### src/inc/evct_pkg.sv
// package: register map, field layout and types of the event counter/timer
package evct_pkg;

  // ==================================================
  // register byte offsets
  localparam logic [7:0] OFS_CTRL = 8'h00;
  localparam logic [7:0] OFS_TC = 8'h04;
  localparam logic [7:0] OFS_PR = 8'h08;
  localparam logic [7:0] OFS_PC = 8'h0c;
  localparam logic [7:0] OFS_MCR = 8'h10;
  localparam logic [7:0] OFS_MR0 = 8'h14;
  localparam logic [7:0] OFS_CCR = 8'h24;
  localparam logic [7:0] OFS_CR0 = 8'h28;
  localparam logic [7:0] OFS_EMR = 8'h30;
  localparam logic [7:0] OFS_IR = 8'h34;
  localparam logic [7:0] OFS_IMSK = 8'h38;

  // ==================================================
  // counts and field positions
  localparam int NMAT = 4;
  localparam int NCAP = 2;
  localparam int NIRQ = 6;
  localparam int MCR_INT = 0;
  localparam int MCR_RST = 1;
  localparam int MCR_STOP = 2;
  localparam int CCR_RISE = 0;
  localparam int CCR_FALL = 1;
  localparam int CCR_INT = 2;
  localparam int IR_CAP0 = 4;

  // ==================================================
  // reset values
  localparam logic [11:0] RST_MCR = 12'h000;
  localparam logic [5:0] RST_CCR = 6'h00;
  localparam logic [7:0] RST_EMC = 8'h00;
  localparam logic [3:0] RST_EXT = 4'h0;
  localparam logic [5:0] RST_IMSK = 6'h00;

  // ==================================================
  // types
  typedef enum logic [1:0] {
    MODE_TIMER = 2'b00,
    MODE_RISE = 2'b01,
    MODE_FALL = 2'b10,
    MODE_BOTH = 2'b11
  } evct_mode_t;

  typedef enum logic [1:0] {
    EMA_NONE = 2'b00,
    EMA_LOW = 2'b01,
    EMA_HIGH = 2'b10,
    EMA_TOGGLE = 2'b11
  } evct_ema_t;

  typedef struct packed {
    logic [1:0] cc_edge;
    logic cc_sel;
    logic cc_en;
    evct_mode_t mode;
    logic crst;
    logic en;
  } evct_ctrl_t;

  localparam evct_ctrl_t RST_CTRL = '{2'b00, 1'b0, 1'b0, MODE_TIMER, 1'b0, 1'b0};

  typedef struct packed {
    logic [7:0] adr;
    logic [31:0] dat;
    logic [3:0] sel;
    logic we;
    logic cyc;
    logic stb;
  } evct_wbreq_t;

endpackage

### src/design/evct_timer.sv
// module: event counter/timer with prescaler, match, capture and wishbone slave
//
// Our own choices: the placing of the registers and the Wishbone slave port.

// Summary of operation
// - counter width is a parameter, instanced as 32 or 16 bits.
// - prescaler ahead of the counter, same width as the counter.
// - timer mode counts clock cycles divided by the prescaler value plus one.
// - counter mode counts edges on the external count input instead.
// - four match registers compared against the counter, each with actions.
// - a match may let the counter run on, interrupt selectable.
// - a match may stop the counter, interrupt selectable.
// - a match may return the counter to zero, interrupt selectable.
// - four match pins go low, high, toggle or hold on their match.
// - two capture channels load the counter on an input transition.
// - each capture channel may raise an interrupt.
// - a chosen capture edge may clear counter and prescaler.
module evct_timer #(
  parameter int unsigned W = 32
) (
  // clock, reset, enable
  input wire logic clk_i,
  input wire logic rst_i,
  input wire logic ce_i,
  // wishbone slave
  input wire evct_pkg::evct_wbreq_t wb_i,
  output logic [31:0] dat_o,
  output logic ack_o,
  // pins
  input wire logic [evct_pkg::NCAP-1:0] cap_i,
  input wire logic cnt_i,
  output logic [evct_pkg::NMAT-1:0] match_o,
  // interrupt
  output logic irq_o
);
  import evct_pkg::*;

  // ==================================================
  // state
  evct_ctrl_t ctrl_q, ctrl_d;
  logic [W-1:0] tc_q, tc_d;
  logic [W-1:0] pr_q, pr_d;
  logic [W-1:0] pc_q, pc_d;
  logic [11:0] mcr_q, mcr_d;
  logic [W-1:0] mr_q [NMAT], mr_d [NMAT];
  logic [5:0] ccr_q, ccr_d;
  logic [W-1:0] cr_q [NCAP], cr_d [NCAP];
  logic [7:0] emc_q, emc_d;
  logic [3:0] ext_q, ext_d;
  logic [NIRQ-1:0] ir_q, ir_d;
  logic [NIRQ-1:0] imsk_q, imsk_d;
  logic ack_q, ack_d;
  logic [31:0] rdat_q, rdat_d;
  logic irq_q, irq_d;
  logic [2:0] s1_q, s2_q, s3_q;

  // ==================================================
  // helpers
  function automatic logic [31:0] zx(input logic [W-1:0] v);
    logic [31:0] r;
    r = '0;
    r[W-1:0] = v;
    return r;
  endfunction

  function automatic logic [31:0] mrg(input logic [31:0] o, input logic [31:0] n,
                                      input logic [3:0] s);
    logic [31:0] r;
    r = o;
    for (int b = 0; b < 4; b++) begin
      if (s[b]) begin
        r[8*b +: 8] = n[8*b +: 8];
      end
    end
    return r;
  endfunction

  // ==================================================
  // input synchronisers: cap0, cap1, count input
  always_ff @(posedge clk_i) begin
    if (rst_i) begin
      s1_q <= 3'h0;
      s2_q <= 3'h0;
      s3_q <= 3'h0;
    end else if (ce_i) begin
      s1_q <= {cnt_i, cap_i};
      s2_q <= s1_q;
      s3_q <= s2_q;
    end
  end

  logic [2:0] rise, fall;
  assign rise = s2_q & ~s3_q;
  assign fall = ~s2_q & s3_q;

  // ==================================================
  // counting and match detection
  logic cnt_edge, tick, adv;
  logic [NMAT-1:0] hit, hit_rst, hit_stop, hit_int;

  always_comb begin
    unique case (ctrl_q.mode)
      MODE_TIMER: cnt_edge = 1'b1;
      MODE_RISE: cnt_edge = rise[2];
      MODE_FALL: cnt_edge = fall[2];
      MODE_BOTH: cnt_edge = rise[2] | fall[2];
    endcase
  end

  assign tick = ctrl_q.en & ~ctrl_q.crst & cnt_edge;
  assign adv = tick & (pc_q == pr_q);

  genvar gi;
  generate
    for (gi = 0; gi < NMAT; gi++) begin : g_mat
      assign hit[gi] = adv & (tc_q == mr_q[gi]);
      assign hit_int[gi] = hit[gi] & mcr_q[3*gi+MCR_INT];
      assign hit_rst[gi] = hit[gi] & mcr_q[3*gi+MCR_RST];
      assign hit_stop[gi] = hit[gi] & mcr_q[3*gi+MCR_STOP];
    end
  endgenerate

  // ==================================================
  // capture events
  logic [NCAP-1:0] cap_ev, cap_int;
  logic clr_ev;

  generate
    for (gi = 0; gi < NCAP; gi++) begin : g_cap
      assign cap_ev[gi] = (ccr_q[3*gi+CCR_RISE] & rise[gi]) |
                          (ccr_q[3*gi+CCR_FALL] & fall[gi]);
      assign cap_int[gi] = cap_ev[gi] & ccr_q[3*gi+CCR_INT];
    end
  endgenerate

  assign clr_ev = ctrl_q.cc_en &
                  ((ctrl_q.cc_edge[0] & rise[ctrl_q.cc_sel]) |
                   (ctrl_q.cc_edge[1] & fall[ctrl_q.cc_sel]));

  // ==================================================
  // bus decode
  logic acc, wr, rd;
  logic [31:0] wv;
  logic [NIRQ-1:0] ir_clr, ir_set;

  assign acc = wb_i.cyc & wb_i.stb & ~ack_q;
  assign wr = acc & wb_i.we;
  assign rd = acc & ~wb_i.we;
  assign ir_set = {cap_int, hit_int};

  // ==================================================
  // next state
  always_comb begin
    ctrl_d = ctrl_q;
    tc_d = tc_q;
    pr_d = pr_q;
    pc_d = pc_q;
    mcr_d = mcr_q;
    mr_d = mr_q;
    ccr_d = ccr_q;
    cr_d = cr_q;
    emc_d = emc_q;
    ext_d = ext_q;
    imsk_d = imsk_q;
    ir_clr = '0;
    ack_d = acc;
    rdat_d = 32'h0000_0000;
    wv = 32'h0000_0000;

    // counter and prescaler advance
    if (tick) begin
      pc_d = adv ? '0 : pc_q + 1'b1;
    end
    if (adv) begin
      tc_d = (|hit_rst) ? '0 : tc_q + 1'b1;
    end
    if (|hit_stop) begin
      ctrl_d.en = 1'b0;
    end

    // match pin actions
    for (int i = 0; i < NMAT; i++) begin
      if (hit[i]) begin
        unique case (evct_ema_t'(emc_q[2*i +: 2]))
          EMA_NONE: ext_d[i] = ext_q[i];
          EMA_LOW: ext_d[i] = 1'b0;
          EMA_HIGH: ext_d[i] = 1'b1;
          EMA_TOGGLE: ext_d[i] = ~ext_q[i];
        endcase
      end
    end

    // capture loads
    for (int j = 0; j < NCAP; j++) begin
      if (cap_ev[j]) begin
        cr_d[j] = tc_q;
      end
    end

    // clear on capture, or held in reset by software
    if (clr_ev | ctrl_q.crst) begin
      tc_d = '0;
      pc_d = '0;
    end

    // register reads
    if (rd) begin
      unique case (wb_i.adr)
        OFS_CTRL: rdat_d = {24'h0, ctrl_q};
        OFS_TC: rdat_d = zx(tc_q);
        OFS_PR: rdat_d = zx(pr_q);
        OFS_PC: rdat_d = zx(pc_q);
        OFS_MCR: rdat_d = {20'h0, mcr_q};
        OFS_MR0: rdat_d = zx(mr_q[0]);
        OFS_MR0 + 8'h04: rdat_d = zx(mr_q[1]);
        OFS_MR0 + 8'h08: rdat_d = zx(mr_q[2]);
        OFS_MR0 + 8'h0c: rdat_d = zx(mr_q[3]);
        OFS_CCR: rdat_d = {26'h0, ccr_q};
        OFS_CR0: rdat_d = zx(cr_q[0]);
        OFS_CR0 + 8'h04: rdat_d = zx(cr_q[1]);
        OFS_EMR: rdat_d = {20'h0, emc_q, ext_q};
        OFS_IR: begin
          rdat_d = {26'h0, ir_q};
          ir_clr = '1;
        end
        OFS_IMSK: rdat_d = {26'h0, imsk_q};
        default: rdat_d = 32'h0000_0000;
      endcase
    end

    // register writes
    if (wr) begin
      unique case (wb_i.adr)
        OFS_CTRL: begin
          wv = mrg({24'h0, ctrl_q}, wb_i.dat, wb_i.sel);
          ctrl_d = evct_ctrl_t'(wv[7:0]);
        end
        OFS_TC: begin
          wv = mrg(zx(tc_q), wb_i.dat, wb_i.sel);
          tc_d = wv[W-1:0];
        end
        OFS_PR: begin
          wv = mrg(zx(pr_q), wb_i.dat, wb_i.sel);
          pr_d = wv[W-1:0];
        end
        OFS_PC: begin
          wv = mrg(zx(pc_q), wb_i.dat, wb_i.sel);
          pc_d = wv[W-1:0];
        end
        OFS_MCR: begin
          wv = mrg({20'h0, mcr_q}, wb_i.dat, wb_i.sel);
          mcr_d = wv[11:0];
        end
        OFS_MR0, OFS_MR0 + 8'h04, OFS_MR0 + 8'h08, OFS_MR0 + 8'h0c: begin
          wv = mrg(zx(mr_q[wb_i.adr[3:2] - 2'd1]), wb_i.dat, wb_i.sel);
          mr_d[wb_i.adr[3:2] - 2'd1] = wv[W-1:0];
        end
        OFS_CCR: begin
          wv = mrg({26'h0, ccr_q}, wb_i.dat, wb_i.sel);
          ccr_d = wv[5:0];
        end
        OFS_EMR: begin
          wv = mrg({20'h0, emc_q, ext_q}, wb_i.dat, wb_i.sel);
          emc_d = wv[11:4];
          ext_d = wv[3:0];
        end
        OFS_IR: begin
          wv = mrg(32'h0, wb_i.dat, wb_i.sel);
          ir_clr = wv[NIRQ-1:0];
        end
        OFS_IMSK: begin
          wv = mrg({26'h0, imsk_q}, wb_i.dat, wb_i.sel);
          imsk_d = wv[NIRQ-1:0];
        end
        default: wv = 32'h0000_0000;
      endcase
    end

    // pending flags: a new event wins over a clear
    ir_d = (ir_q & ~ir_clr) | ir_set;
    irq_d = |(ir_d & imsk_d);
  end

  // ==================================================
  // registers
  always_ff @(posedge clk_i) begin
    if (rst_i) begin
      ctrl_q <= RST_CTRL;
      tc_q <= '0;
      pr_q <= '0;
      pc_q <= '0;
      mcr_q <= RST_MCR;
      ccr_q <= RST_CCR;
      emc_q <= RST_EMC;
      ext_q <= RST_EXT;
      ir_q <= '0;
      imsk_q <= RST_IMSK;
      ack_q <= 1'b0;
      rdat_q <= 32'h0000_0000;
      irq_q <= 1'b0;
      for (int i = 0; i < NMAT; i++) begin
        mr_q[i] <= '0;
      end
      for (int j = 0; j < NCAP; j++) begin
        cr_q[j] <= '0;
      end
    end else if (ce_i) begin
      ctrl_q <= ctrl_d;
      tc_q <= tc_d;
      pr_q <= pr_d;
      pc_q <= pc_d;
      mcr_q <= mcr_d;
      ccr_q <= ccr_d;
      emc_q <= emc_d;
      ext_q <= ext_d;
      ir_q <= ir_d;
      imsk_q <= imsk_d;
      ack_q <= ack_d;
      rdat_q <= rdat_d;
      irq_q <= irq_d;
      mr_q <= mr_d;
      cr_q <= cr_d;
    end
  end

  // ==================================================
  // outputs
  assign dat_o = rdat_q;
  assign ack_o = ack_q;
  assign match_o = ext_q;
  assign irq_o = irq_q;

endmodule // evct_timer

### config.mk
export PLATFORM = sky130hd
export DESIGN_NAME = evct_timer
export DESIGN_NICKNAME = d
export VERILOG_FILES = /design/src/inc/evct_pkg.sv /design/src/design/evct_timer.sv
export SDC_FILE = /design/constraint.sdc
export NUM_CORES = 1
export LEC_CHECK = 0
export BUFFER_PORTS_ARGS = -buffer_cell sky130_fd_sc_hd__buf_2
export CAP_MARGIN = 10
export CORE_AREA = 2 2 267 269
export CTS_BUF_LIST = sky130_fd_sc_hd__clkbuf_2 sky130_fd_sc_hd__clkbuf_4 sky130_fd_sc_hd__clkbuf_8
export CTS_CLUSTER_DIAMETER = 200
export CTS_CLUSTER_SIZE = 25
export DETAILED_ROUTE_END_ITERATION = 16
export DIE_AREA = 0 0 269 271
export PLACE_DENSITY = 0.5
export SYNTH_ARGS = -nofsm -noshare
export SYNTH_HDL_FRONTEND = slang
export SYNTH_SLANG_ARGS = --single-unit
### constraint.sdc
create_clock -name clk_i -period 10.7 [get_ports clk_i]
set_clock_uncertainty 0.15 [all_clocks]
set_input_delay 1.605 -clock clk_i [delete_from_list [all_inputs] [get_ports clk_i]]
set_output_delay 1.605 -clock clk_i [all_outputs]
set_load 0.02 [all_outputs]
==> impl_results.md <==
- Status: finished, final reports clean
- Leak pwr: 7.000 nW
- Routed via count: 20136
- Final Setup Violations: 0
- Data required time of the worst path: 11.07 ns
- 1st-pass router iterations: 6
- Crit start category: primary input
- Drt wl/cell: 28.54 um
- Max FO, Critical Path: 35
- Worst setup EP type: flip-flop
- Final net count: 2453
- TritonCTS clock tree: yes
- Final slew viol count: 0
- Sequential area share after synthesis: 36.66%
- Worst hold margin: 0.3172 ns
- Commonest non-fill, non-tap cells in the layout: dfxtp_1 (381), nor2_1 (295), nand2_1 (240), a21oi_1 (149), xnor2_1 (147)
- Share of cells above drive strength 1: 9.365%
- Setup bufs post-CTS: 0
- Top cells by area, synth: dfxtp_1 (37%), xnor2_1 (6.2%), mux2i_1 (5.6%)
- FF+latch count, synth: 381
- Inserted Clock Buffers: 19
- Hold_buf cts: 0
- Initial antenna violation count: 0
- Worst hold path type: flip-flop to flip-flop
- Power density cells: 105.2 nW/um^2
- Hpwl dp: 63880 um
- Syn avg cell area: 8.406 um^2
- Setup TNS: 0 ns
- CTS Sinks: 381
- # resized after CTS: 0
- Syn_nets: 2536
- Remaining antenna violation count: 0
- Critical-path top delay cell: nand2_1
- CP Cell Sequence: buf_2, buf_4, ha_1, or3b_2, or2_4, nor2_4, nor3_1, nand2_1, o31ai_1, a22oi_1, nor2_1
- Max Cap Viol: 0
- DR iter-0 viols: 2660
- Row cnt: 97
- Initial core utilization: 29.81%
- DRC: 0
- Yosys warnings: 0
- First-pass GRT wire length: 136000 um
- Max incr delay on CP: 0.77 ns
- Clock Latency Late Sink: 0.66 ns
- Worst relative slew slack: 16.41%
- Vias per inst: 6.043
- Post-synth ARST share: 0%
- CORE AREA: 69790 um^2
- Most common cell after layout, fill and taps aside: dfxtp_1
- Tmin final: 5.281 ns
- Leading area contributor after synthesis: dfxtp_1
- Aggregate routed wire length: 95090 um
- Total track usage: 25.36%
- RSZ-0062 raised after global routing: false
- Area Growth Syn to Fin: 6.158%
- Die height: 271 um
- Worst slew pin tran: 1.244 ns
- CP Class: primary input to flip-flop
- IO Count: 91
- Synth cell types: 79
- Final core occ: 31.65%
- Share of the synthesized area in the top cell type: 36.66%
- Mapped Area: 20800 um^2
- H-tree levels: 1
- Max Freq: 0.1893 GHz
- Crit share post-route: 49.36%
- Final hold viol count: 0
- Die Area: 72900 um^2
- Global placement routability congestion: 0.9851
- Post-synthesis cell count: 2475
- Main synth FF type: dfxtp_1
- Antenna diodes: 0
- Worst EP arrival: 5.65 ns
- CP delay by family, top: simple AND/OR/NAND/NOR gates
- Die width: 269 um
- CP bufs+invs: 2
- Vias in the first global route: 18797
- Clk buf depth: 3
- VDD IR max: 88.53 uV
- Gr ovfl total: 0
- Largest net degree at the start of global routing: 239
- CTS Root Cell: clkbuf_8
- Clk slew on worst S/H paths: 0.17 ns
- EDFF count, synth: 0
- Port-buffer cells: 90
==> kinds of logic after synthesis <==
group | after synthesis | synth area share (%)
AND/OR/NAND/NOR | 856 | 19.44
multiplexers | 150 | 9.147
adder cells (fa/ha/maj) | 8 | 0.4811
flip-flops | 381 | 36.66
AO/OA/AOI/OAI | 658 | 21.74
XOR/XNOR | 176 | 7.409
buffers and inverters | 246 | 5.124
==> per-stage QoR <==
step	cell area, um^2	power [mW]	cells	setup slack (ns)
after floorplan	20810	1.583	2475	5.756
after global placement	21790	1.673	3310	4.893
after detailed placement	21790	1.675	3310	4.801
after CTS	22080	2.335	3331	5.510
after global routing	22090	2.384	3332	5.264
final	22090	2.324	3332	5.419
==> worst reg2reg max path, cell delays in order, from the launching register on <==
cell	delay (ns)
dfxtp_1	0.41
inv_1	0.06
ha_1	0.27
nand2b_1	0.14
a31oi_1	0.74
and2_1	0.56
nand3_2	0.51
nor3_1	1.14
nand4_1	0.18
a211o_1	0.30
a31oi_1	0.12
==> state kept, by name, indices dropped and copies added, names as in the netlist, 3 cells and up <==
signal,flops
pr_q,32
match_o,4
ir_q,6
ctrl_q,8
s3_q,3
cr_q,64
dat_o,32
tc_q,32
mcr_q,12
s1_q,3
imsk_q,6
ccr_q,6
mr_q,128
s2_q,3
emc_q,8
pc_q,32
==> cells in the mapped netlist (6+ instances only) <==
| cell type | count |
|---|---|
| ha_1 | 8 |
| mux2i_1 | 117 |
| a311oi_1 | 6 |
| inv_1 | 16 |
| a211oi_1 | 135 |
| o21ai_1 | 20 |
| buf_4 | 18 |
| o31ai_1 | 15 |
| mux4_2 | 32 |
| and3_1 | 15 |
| clkbuf_1 | 149 |
| xor2_1 | 29 |
| nor3_2 | 8 |
| nor2_1 | 302 |
| dfxtp_1 | 381 |
| nor4_1 | 18 |
| nand4_1 | 62 |
| xnor2_1 | 147 |
| a21oi_1 | 149 |
| a221oi_1 | 25 |
| and2_1 | 13 |
| a222oi_1 | 31 |
| nand3_1 | 67 |
| a22o_1 | 28 |
| a22oi_1 | 105 |
| buf_2 | 48 |
| nor3_1 | 25 |
| o21a_1 | 8 |
| or3_1 | 6 |
| a31oi_1 | 12 |
| nand2_1 | 240 |
| nor2b_1 | 11 |
| o21ai_0 | 79 |
| nand2b_1 | 35 |
| buf_1 | 12 |
| a21o_1 | 11 |
| or4_1 | 8 |
==> layer usage <==
metal | GRT usage [%] | up-vias | routed length (um)
met5 | 0 | - | 0
met4 | 11.07 | 0 | 4790
met3 | 4.733 | 217 | 9246
met2 | 38.73 | 1183 | 41620
met1 | 34.63 | 9926 | 39440
li1 | - | 8810 | -
==> path summary, 6_finish.rpt <==
| kind | from | endpoint | slack, ns | cells past startpoint |
|---|---|---|---|---|
| worst max-delay path | wb_i[41] | pc_q[3] | 5.42 | 11 |
| worst min register to register | cr_q[60] | cr_q[60] | 0.32 | 2 |
| worst min-delay path | cr_q[60] | cr_q[60] | 0.32 | 2 |
| worst max register to register | s2_q[2] | tc_q[19] | 6.06 | 10 |
==> final cells by class <==
cell class / count / area (um^2)
fillers: 7315 / 47700
multi-input cells: 1848 / 12190
flip-flops and latches: 381 / 7627
well taps: 940 / 1176
repair buffers: 125 / 735.7
clock buffers: 19 / 261.5
inverters: 17 / 63.81
clock inverters: 2 / 27.53
==> power breakdown <==
part	total [mW]	leakage, nW	switching [mW]	internal [mW]
Sequential	1.45	3.07	0.0184	1.43
Clock	0.674	0.147	0.505	0.169
Combinational	0.205	3.78	0.148	0.0569
Note: power is estimated with default switching activity, not from simulation.
